<file path="src/core/sadc_pkg.sv">
// Package of constants for the serial converter frame and power control
package sadc_pkg;
  // ==========================================================
  // Result format
  localparam int RESULT_BITS = 12;
  localparam int LEAD_ZEROS = 3;
  localparam int CODE_STEPS = 4096;
  // ==========================================================
  // Serial clock edge counts within a frame
  localparam logic [4:0] EDGE_MODE_MIN = 5'h02;
  localparam logic [4:0] EDGE_MODE_END = 5'h0A;
  localparam logic [4:0] EDGE_WORD_END = 5'h10;
  localparam logic [4:0] RISE_TRACK = 5'h0D;
  localparam logic [4:0] EDGE_MAX = 5'h1F;
  // ==========================================================
  // Reset values
  localparam logic RST_POWERED = 1'b0;
  localparam logic [11:0] RST_CODE = 12'h000;
  // ==========================================================
  // Buffer depth
  localparam int BUF_DEPTH = 2;
  // ==========================================================
  // Power state of the converter
  typedef enum logic [2:0] {
    SADC_SHUT = 3'b001,
    SADC_WAKE = 3'b010,
    SADC_NORM = 3'b100
  } sadc_mode_type;
endpackage

</file>
<file path="src/core/sadc_ctrl.sv">
// Serial interface and power mode control of a 12-bit converter
`timescale 1ns/100ps
// Summary of operation
// - Result is 12-bit straight binary, step is reference over 4096.
// - Frame select low enters normal mode and starts a conversion.
// - Rise between falls 2 and 10 aborts, shuts down, floats output.
// - Rise before second fall leaves the mode unchanged.
// - Rise after fall 10 before 16 aborts, stays normal, floats output.
// - Output floats after sixteen clocks; host waits quiet time.
// - Shutdown holds until frame select falls again.
// - Fall in shutdown powers up; first result unusable, second valid.
// - Wake frame ending before fall 10 returns to shutdown.
// - Wake frame held past fall 10 is fully powered after 16 clocks.
// - Three zeros then twelve bits, MSB first, on falling clock edges.
// - Select fall enables the output and samples the input.
// - Output floats after fall 16 or on select rise, whichever first.
// - Hold returns to track on the thirteenth rising clock edge.
module sadc_ctrl #(
  parameter int DATA_W = 12
) (
  input wire logic CLK_IN,
  input wire logic RESET_N_IN,
  input wire logic FRAME_SEL_N_IN,
  input wire logic SERIAL_CLK_IN,
  input wire logic [DATA_W-1:0] SAMPLE_CODE_IN,
  input wire logic CODE_READY_IN,
  output logic SAMPLE_REQ_OUT,
  output logic CODE_ACCEPT_OUT,
  output logic SERIAL_RESULT_OUT,
  output logic SERIAL_RESULT_OE_OUT,
  output logic TRACK_OUT,
  output logic POWERED_OUT,
  output logic SHUTDOWN_OUT,
  output logic RESULT_VALID_OUT
);

  // ==========================================================
  // Pin synchronisers
  // Three stages; a change counts once stages two and three agree
  logic [2:0] sel_sync_reg, sel_sync_next;
  logic [2:0] sck_sync_reg, sck_sync_next;
  logic sel_q_reg, sel_q_next;
  logic sck_q_reg, sck_q_next;
  // Trade-off: about four cycles of latency for glitch immunity
  // Host edges must therefore stand for at least two clocks

  // Shift the stages and let the filter follow when two and three agree
  always_comb begin
    sel_sync_next = {sel_sync_reg[1:0], FRAME_SEL_N_IN};
    sck_sync_next = {sck_sync_reg[1:0], SERIAL_CLK_IN};
    sel_q_next = sel_q_reg;
    sck_q_next = sck_q_reg;
    if (sel_sync_reg[1] == sel_sync_reg[2]) begin
      sel_q_next = sel_sync_reg[2];
    end
    if (sck_sync_reg[1] == sck_sync_reg[2]) begin
      sck_q_next = sck_sync_reg[2];
    end
  end

  // Reset to the idle levels so no false edge follows reset
  always_ff @(posedge CLK_IN or negedge RESET_N_IN) begin
    if (!RESET_N_IN) begin
      sel_sync_reg <= 3'h7;
      sck_sync_reg <= 3'h7; // Host clock idles high
      sel_q_reg <= 1'b1;
      sck_q_reg <= 1'b1;
    end else begin
      sel_sync_reg <= sel_sync_next;
      sck_sync_reg <= sck_sync_next;
      sel_q_reg <= sel_q_next;
      sck_q_reg <= sck_q_next;
    end
  end

  // Edge events of the filtered pins
  logic sel_fall, sel_rise, sck_fall, sck_rise;
  assign sel_fall = sel_q_reg & ~sel_q_next;
  assign sel_rise = ~sel_q_reg & sel_q_next;
  assign sck_fall = sck_q_reg & ~sck_q_next;
  assign sck_rise = ~sck_q_reg & sck_q_next;

  // ==========================================================
  // Two-entry buffer between conversion core and shifter
  // A late core answer waits here instead of being dropped
  logic [DATA_W-1:0] buf_mem_reg [sadc_pkg::BUF_DEPTH];
  logic [DATA_W-1:0] buf_mem_next [sadc_pkg::BUF_DEPTH];
  logic [1:0] buf_cnt_reg, buf_cnt_next;
  // One-bit pointers suffice for two entries
  logic buf_wr_ptr_reg, buf_wr_ptr_next;
  logic buf_rd_ptr_reg, buf_rd_ptr_next;
  logic buf_push, buf_pop, buf_full, buf_empty;

  assign buf_full = (buf_cnt_reg == 2'h2);
  assign buf_empty = (buf_cnt_reg == 2'h0);
  assign CODE_ACCEPT_OUT = ~buf_full;
  assign buf_push = CODE_READY_IN & ~buf_full;

  // Push from the core and pop into the shifter may share a cycle
  always_comb begin
    buf_mem_next = buf_mem_reg;
    buf_wr_ptr_next = buf_wr_ptr_reg;
    buf_rd_ptr_next = buf_rd_ptr_reg;
    buf_cnt_next = buf_cnt_reg;
    if (buf_push) begin
      buf_mem_next[buf_wr_ptr_reg] = SAMPLE_CODE_IN;
      buf_wr_ptr_next = ~buf_wr_ptr_reg;
    end
    if (buf_pop) begin
      buf_rd_ptr_next = ~buf_rd_ptr_reg;
    end
    case ({buf_push, buf_pop})
      2'b10: buf_cnt_next = buf_cnt_reg + 2'h1;
      2'b01: buf_cnt_next = buf_cnt_reg - 2'h1;
      default: buf_cnt_next = buf_cnt_reg;
    endcase
  end

  // Entries clear to the reset code so no stale word shifts out
  always_ff @(posedge CLK_IN or negedge RESET_N_IN) begin
    if (!RESET_N_IN) begin
      buf_mem_reg <= '{default: DATA_W'(sadc_pkg::RST_CODE)};
      buf_wr_ptr_reg <= 1'b0;
      buf_rd_ptr_reg <= 1'b0;
      buf_cnt_reg <= 2'h0;
    end else begin
      buf_mem_reg <= buf_mem_next;
      buf_wr_ptr_reg <= buf_wr_ptr_next;
      buf_rd_ptr_reg <= buf_rd_ptr_next;
      buf_cnt_reg <= buf_cnt_next;
    end
  end

  // ==========================================================
  // Frame, mode and shift control
  localparam int SHIFT_W = DATA_W + sadc_pkg::LEAD_ZEROS + 1;
  localparam logic [4:0] EDGE_MODE_MIN = sadc_pkg::EDGE_MODE_MIN;
  localparam logic [4:0] EDGE_MODE_END = sadc_pkg::EDGE_MODE_END;
  localparam logic [4:0] EDGE_WORD_END = sadc_pkg::EDGE_WORD_END;
  localparam logic [4:0] RISE_TRACK = sadc_pkg::RISE_TRACK;
  localparam logic [4:0] EDGE_MAX = sadc_pkg::EDGE_MAX;

  sadc_pkg::sadc_mode_type mode_reg, mode_next;
  logic in_frame_reg, in_frame_next;
  logic wake_frame_reg, wake_frame_next;
  // Counters saturate so a long frame cannot wrap into a new word
  // The shifter carries a spare low bit that fills the sixteenth slot
  logic [4:0] fall_cnt_reg, fall_cnt_next;
  logic [4:0] rise_cnt_reg, rise_cnt_next;
  logic [SHIFT_W-1:0] shift_reg, shift_next;
  logic loaded_reg, loaded_next;
  logic oe_reg, oe_next;
  logic track_reg, track_next;
  logic powered_reg, powered_next;
  logic valid_reg, valid_next;
  logic req_reg, req_next;
  logic dout_reg, dout_next;

  // Never pop on a select edge: the shifter is not loaded in that cycle
  // Limitation: a code arriving after fall 1 shifts out late and loses its trailing bits
  assign buf_pop = in_frame_reg & ~loaded_reg & ~buf_empty &
                   ~sel_fall & ~sel_rise;

  // Select edges take priority over serial clock edges
  always_comb begin
    mode_next = mode_reg;
    in_frame_next = in_frame_reg;
    wake_frame_next = wake_frame_reg;
    fall_cnt_next = fall_cnt_reg;
    rise_cnt_next = rise_cnt_reg;
    shift_next = shift_reg;
    loaded_next = loaded_reg;
    oe_next = oe_reg;
    track_next = track_reg;
    powered_next = powered_reg;
    valid_next = valid_reg;
    req_next = 1'b0;
    dout_next = dout_reg;
    if (sel_fall) begin
      // Frame opens: hold the input and drive the output
      in_frame_next = 1'b1;
      fall_cnt_next = 5'h00;
      rise_cnt_next = 5'h00;
      shift_next = '0;
      loaded_next = 1'b0;
      oe_next = 1'b1;
      track_next = 1'b0;
      req_next = 1'b1;
      dout_next = 1'b0;
      // Leaving shutdown starts a power-up frame
      wake_frame_next = (mode_reg == sadc_pkg::SADC_SHUT);
      mode_next = sadc_pkg::SADC_NORM;
    end else if (sel_rise && in_frame_reg) begin
      in_frame_next = 1'b0;
      oe_next = 1'b0;
      track_next = 1'b1;
      if (fall_cnt_reg < EDGE_MODE_MIN) begin
        // Too early to be a command: noise keeps prior mode
        if (wake_frame_reg) begin
          mode_next = sadc_pkg::SADC_SHUT;
        end
      end else if (fall_cnt_reg < EDGE_MODE_END) begin
        // Falls 2 to 9 are a power-down command
        mode_next = sadc_pkg::SADC_SHUT;
        powered_next = 1'b0;
        valid_next = 1'b0;
      end else begin
        // Fall 10 onward truncates the word only
        mode_next = sadc_pkg::SADC_NORM;
      end
    end else if (in_frame_reg) begin
      if (buf_pop) begin
        // Three leading zeros ahead of the code, MSB first
        shift_next = {{sadc_pkg::LEAD_ZEROS{1'b0}},
                      buf_mem_reg[buf_rd_ptr_reg], 1'b0};
        loaded_next = 1'b1;
      end
      if (sck_rise && rise_cnt_reg != EDGE_MAX) begin
        rise_cnt_next = rise_cnt_reg + 5'h01;
        // Tracking resumes early so the next sample can settle
        if (rise_cnt_reg + 5'h01 == RISE_TRACK) begin
          track_next = 1'b1;
        end
      end
      if (sck_fall && fall_cnt_reg != EDGE_MAX) begin
        fall_cnt_next = fall_cnt_reg + 5'h01;
        // Bits shift on falling edges; receiver takes them later
        dout_next = shift_reg[SHIFT_W-1];
        shift_next = {shift_reg[SHIFT_W-2:0], 1'b0};
        // Sixteenth fall closes the word and settles validity
        if (fall_cnt_reg + 5'h01 == EDGE_WORD_END) begin
          oe_next = 1'b0;
          in_frame_next = 1'b0;
          // Any full frame while unpowered completes a power-up
          if (wake_frame_reg || !powered_reg) begin
            powered_next = 1'b1;
            valid_next = 1'b0;
          end else begin
            valid_next = powered_reg;
          end
        end
      end
    end
    // Shutdown persists until the next fall
    if (mode_reg == sadc_pkg::SADC_SHUT && !sel_fall) begin
      oe_next = 1'b0;
    end
  end

  // Frame state registers; reset leaves the converter normal, unpowered
  always_ff @(posedge CLK_IN or negedge RESET_N_IN) begin
    if (!RESET_N_IN) begin
      mode_reg <= sadc_pkg::SADC_NORM;
      in_frame_reg <= 1'b0;
      wake_frame_reg <= 1'b0;
      fall_cnt_reg <= 5'h00;
      rise_cnt_reg <= 5'h00;
      shift_reg <= '0;
      loaded_reg <= 1'b0;
      oe_reg <= 1'b0;
      track_reg <= 1'b1;
      powered_reg <= sadc_pkg::RST_POWERED;
      valid_reg <= 1'b0;
      req_reg <= 1'b0;
      dout_reg <= 1'b0;
    end else begin
      mode_reg <= mode_next;
      in_frame_reg <= in_frame_next;
      wake_frame_reg <= wake_frame_next;
      fall_cnt_reg <= fall_cnt_next;
      rise_cnt_reg <= rise_cnt_next;
      shift_reg <= shift_next;
      loaded_reg <= loaded_next;
      oe_reg <= oe_next;
      track_reg <= track_next;
      powered_reg <= powered_next;
      valid_reg <= valid_next;
      req_reg <= req_next;
      dout_reg <= dout_next;
    end
  end

  // ==========================================================
  // Outputs
  // All from flip-flops except the buffer's ready and the shutdown decode of mode_reg
  assign SERIAL_RESULT_OUT = dout_reg;
  assign SERIAL_RESULT_OE_OUT = oe_reg;
  assign TRACK_OUT = track_reg;
  assign POWERED_OUT = powered_reg;
  assign SHUTDOWN_OUT = (mode_reg == sadc_pkg::SADC_SHUT);
  assign RESULT_VALID_OUT = valid_reg;
  assign SAMPLE_REQ_OUT = req_reg;

endmodule // sadc_ctrl

</file>
<file path="config.mk">
export PLATFORM = sky130hd
export DESIGN_NAME = sadc_ctrl
export DESIGN_NICKNAME = d
export VERILOG_FILES = /design/src/core/sadc_pkg.sv /design/src/core/sadc_ctrl.sv
export SDC_FILE = /design/constraint.sdc
export NUM_CORES = 1
export LEC_CHECK = 0
export BUFFER_PORTS_ARGS = -buffer_cell sky130_fd_sc_hd__clkbuf_2
export CAP_MARGIN = 10
export CORE_MARGIN = 2
export CORE_UTILIZATION = 50
export DETAILED_ROUTE_END_ITERATION = 7
export PLACE_DENSITY = 0.74
export REMOVE_ABC_BUFFERS = 1
export SYNTH_ARGS = -nofsm -noshare
export SYNTH_HDL_FRONTEND = slang
export SYNTH_SLANG_ARGS = --single-unit
</file>
<file path="constraint.sdc">
create_clock -name CLK_IN -period 6.7 [get_ports CLK_IN]
set_input_delay 0 -clock CLK_IN [delete_from_list [all_inputs] [get_ports CLK_IN]]
set_output_delay 0 -clock CLK_IN [all_outputs]
set_load 0.02 [all_outputs]
</file>
==> results.json <==
{
  "nNetsFinal": 357,
  "yosysTopAreaCell": "dfrtp_1",
  "arrival_ns": 3.31,
  "grt_max_degree": 73,
  "synth_ff_type": "dfrtp_1",
  "utilization_pct": 59.86,
  "yosysMostFrequentCell": "dfrtp_1",
  "nFillCells": 547,
  "antenna_found_initial": 0,
  "yosys-top-cells-area": "dfrtp_1 (47%), mux2_2 (9.2%), dfstp_2 (8.0%)",
  "synth_cell_types": 44,
  "path_max_fanout": 28,
  "max_freq_mhz": 324.1,
  "path_delay_family": "simple AND/OR/NAND/NOR gates",
  "start_kind": "register",
  "hpwl_um": 3760,
  "cts_tree": "yes",
  "hold_viol": 0,
  "seq_area_frac_synth_pct": 55.07,
  "die_x_um": 85.17,
  "drc": 0,
  "drt_first_pass_iters": 4,
  "p_seq_share_pct": 49.2,
  "critPathBufInv": 0,
  "power_report.internal_total_uw": 978.7,
  "syn_inst": 295,
  "synth-async-reset-ratio_pct": 100.0,
  "rsz0062_at_grt": "no",
  "htree_levels": 3,
  "ys_ff_latch": 72,
  "clkTransAtPathRegs_ns": 0.07,
  "end_kind": "register",
  "cts-root-buf": "clkbuf_8",
  "synth_top_area_share_pct": 47.09,
  "synth_common_cells": "dfrtp_1 (62), nand2_1 (50), mux2_2 (27)",
  "clock_sinks": 72,
  "crit_required_ns": 6.93,
  "wl_um": 5800,
  "pwr-share-clk_pct": 21.2,
  "period_share_pct": 46.05,
  "grt_overflow": 0,
  "hold_class": "in -> reg",
  "timing.setup.tns_ns": 0,
  "syn_avg_cell_area_um2": 11.17,
  "syn2layout_area_growth_pct": 15.38,
  "postRouteAntennaNets": 0,
  "cts_setup_buffers": 0,
  "status": "completed",
  "numPortBuffers": 24,
  "clockBufferDepth": 2,
  "drv_cap": 0,
  "synth-edff-count": 0,
  "slew-limit-headroom_pct": 30.99,
  "cellLeakagePower_uw": 0.001802,
  "coreArea_um2": 6350,
  "drive_gt1_share_pct": 23.89,
  "slew_viol_final": 0,
  "syn_area_um2": 3294,
  "start_util_pct": 51.88,
  "vias": 2269,
  "path_common_cell": "ha_1",
  "die_h_um": 85.17,
  "tightestPinTransition_ns": 1.031,
  "powerDensity_nw_per_um2": 381.2,
  "switching_share_pct": 32.45,
  "setup_viol": 0,
  "cp_cell_sequence": "ha_1, and3_1, ha_1, or4b_1, a211oi_2, nand2_1, a21oi_2, mux2_2",
  "dieArea_um2": 7254,
  "p_sw_uw": 470.2,
  "drtIter0Drc": 89,
  "cts_buffers": 9,
  "ios": 25,
  "place_congestion": 0.8522,
  "slowest_delay_ns": 0.90,
  "rows": 29,
  "clock_latency_ns": 0.34,
  "combPwrFrac_pct": 29.6,
  "routedWlPerCell_um": 13.94,
  "diodes": 0,
  "grt_pass1_vias": 2333,
  "ir_worst_vdd_mv": 0.2385,
  "cpMaxStageDelayCell": "or4b_1",
  "ys.warnings.count": 0,
  "clock-skew-final_ns": 0.009820,
  "via_per_inst": 5.454,
  "grt_pass1_wl_um": 10490,
  "crit_type": "reg -> reg",
  "min_period_ns": 3.085,
  "largest_reg_flops": 24,
  "grt_usage_pct": 18.04
}
==> cells in the final DEF, fill, tap and decap left out, types with 6 or more instances in the layout <==
cell           synthesis  routed
nor2_1                17      17
clkbuf_2               0      23
inv_1                 12      12
nand2_1               50      50
o21ai_0               10      10
nand3_1               14      14
xnor2_1                8       8
ha_1                   6       6
o2111ai_1             12      12
mux2_2                27      27
mux2i_1               12      12
dfstp_2               10      10
clkbuf_8               0      11
dfrtp_1               62      62
dlygate4sd3_1          0      16
==> power groups by stage <==
stage	logic [uW]	clock network, uW	registers [uW]
detailed placement	428	0	722
global placement	411	0	713
global route	490	331	736
CTS	436	316	714
floorplan	328	0	702
finish	429	308	712
==> metal layers <==
| layer | global-route usage (%) | vias to the layer above | wire length, um |
|---|---|---|---|
| li1 | - | 1112 | - |
| met4 | 3.896 | 0 | 19 |
| met5 | 0 | - | 0 |
| met3 | 5.934 | 4 | 232 |
| met1 | 22.96 | 1114 | 2607 |
| met2 | 30.26 | 39 | 2940 |
==> worst reg2reg max path, delay by kind of cell, from the launching register on <==
family | cells | cell delay (ns)
AO/OA/AOI/OAI | 2 | 0.55
adder cells (fa/ha/maj) | 2 | 0.43
flip-flops | 1 | 0.45
multiplexers | 1 | 0.35
AND/OR/NAND/NOR | 3 | 1.20
==> timing repair <==
item,CTS,global route
resized for setup,0,0
hold buffers,16,0
endpoints found under the hold margin,89,0
setup endpoints to repair,0,0
==> path summary, 6_finish.rpt <==
| path | startpoint | depth (start not counted) | endpoint | slack [ns] |
|---|---|---|---|---|
| max reg2reg | fall_cnt_reg[1]$_DFFE_PN0P_ | 8 | RESULT_VALID_OUT$_DFFE_PN0P_ | 3.61 |
| max | fall_cnt_reg[1]$_DFFE_PN0P_ | 8 | RESULT_VALID_OUT$_DFFE_PN0P_ | 3.61 |
| max in group asynchronous | RESET_N_IN | 3 | shift_reg[5]$_DFFE_PN0P_ | 5.73 |
| min in group asynchronous | RESET_N_IN | 3 | SERIAL_RESULT_OE_OUT$_DFFE_PN0P_ | 0.39 |
| min reg2reg | sck_sync_reg[0]$_DFF_PN1_ | 0 | sck_sync_reg[1]$_DFF_PN1_ | 0.35 |
| min | FRAME_SEL_N_IN | 2 | sel_sync_reg[0]$_DFF_PN1_ | 0.29 |
==> metrics by stage <==
stage / worst slack (ns) / hold slack [ns] / area [um2] / total power [uW] / cells
final: 3.615 / 0.2882 / 3801 / 1449 / 416
after global routing: 3.454 / 0.2755 / 3801 / 1557 / 416
after CTS: 3.634 / 0.2816 / 3801 / 1466 / 416
after detailed placement: 3.658 / 0.08916 / 3463 / 1150 / 384
after global placement: 3.735 / 0.09110 / 3463 / 1124 / 384
after floorplan: 3.942 / -0.2956 / 3239 / 1030 / 282
==> layout make-up <==
cell class / instances / area (um2) / area share, %
clock inverters: 2 / 15.01 / 0.3950
well taps: 77 / 96.34 / 2.535
flip-flops and latches: 72 / 1814 / 47.73
inverters: 12 / 45.04 / 1.185
clock buffers: 14 / 162.7 / 4.279
repair buffers: 41 / 287.8 / 7.571
multi-input cells: 198 / 1380 / 36.31
==> cells by family after synthesis <==
group	Yosys count	synth area share (%)
DFF	72	55.07
adders and majority gates	8	2.886
xor gates and xnor gates	10	2.659
AOI/OAI and AO/OA	38	8.736
and+or+nand+nor	103	14.74
muxes	39	12.88
buffers and inverters	25	3.038
Note: power is estimated with default switching activity, not from simulation.
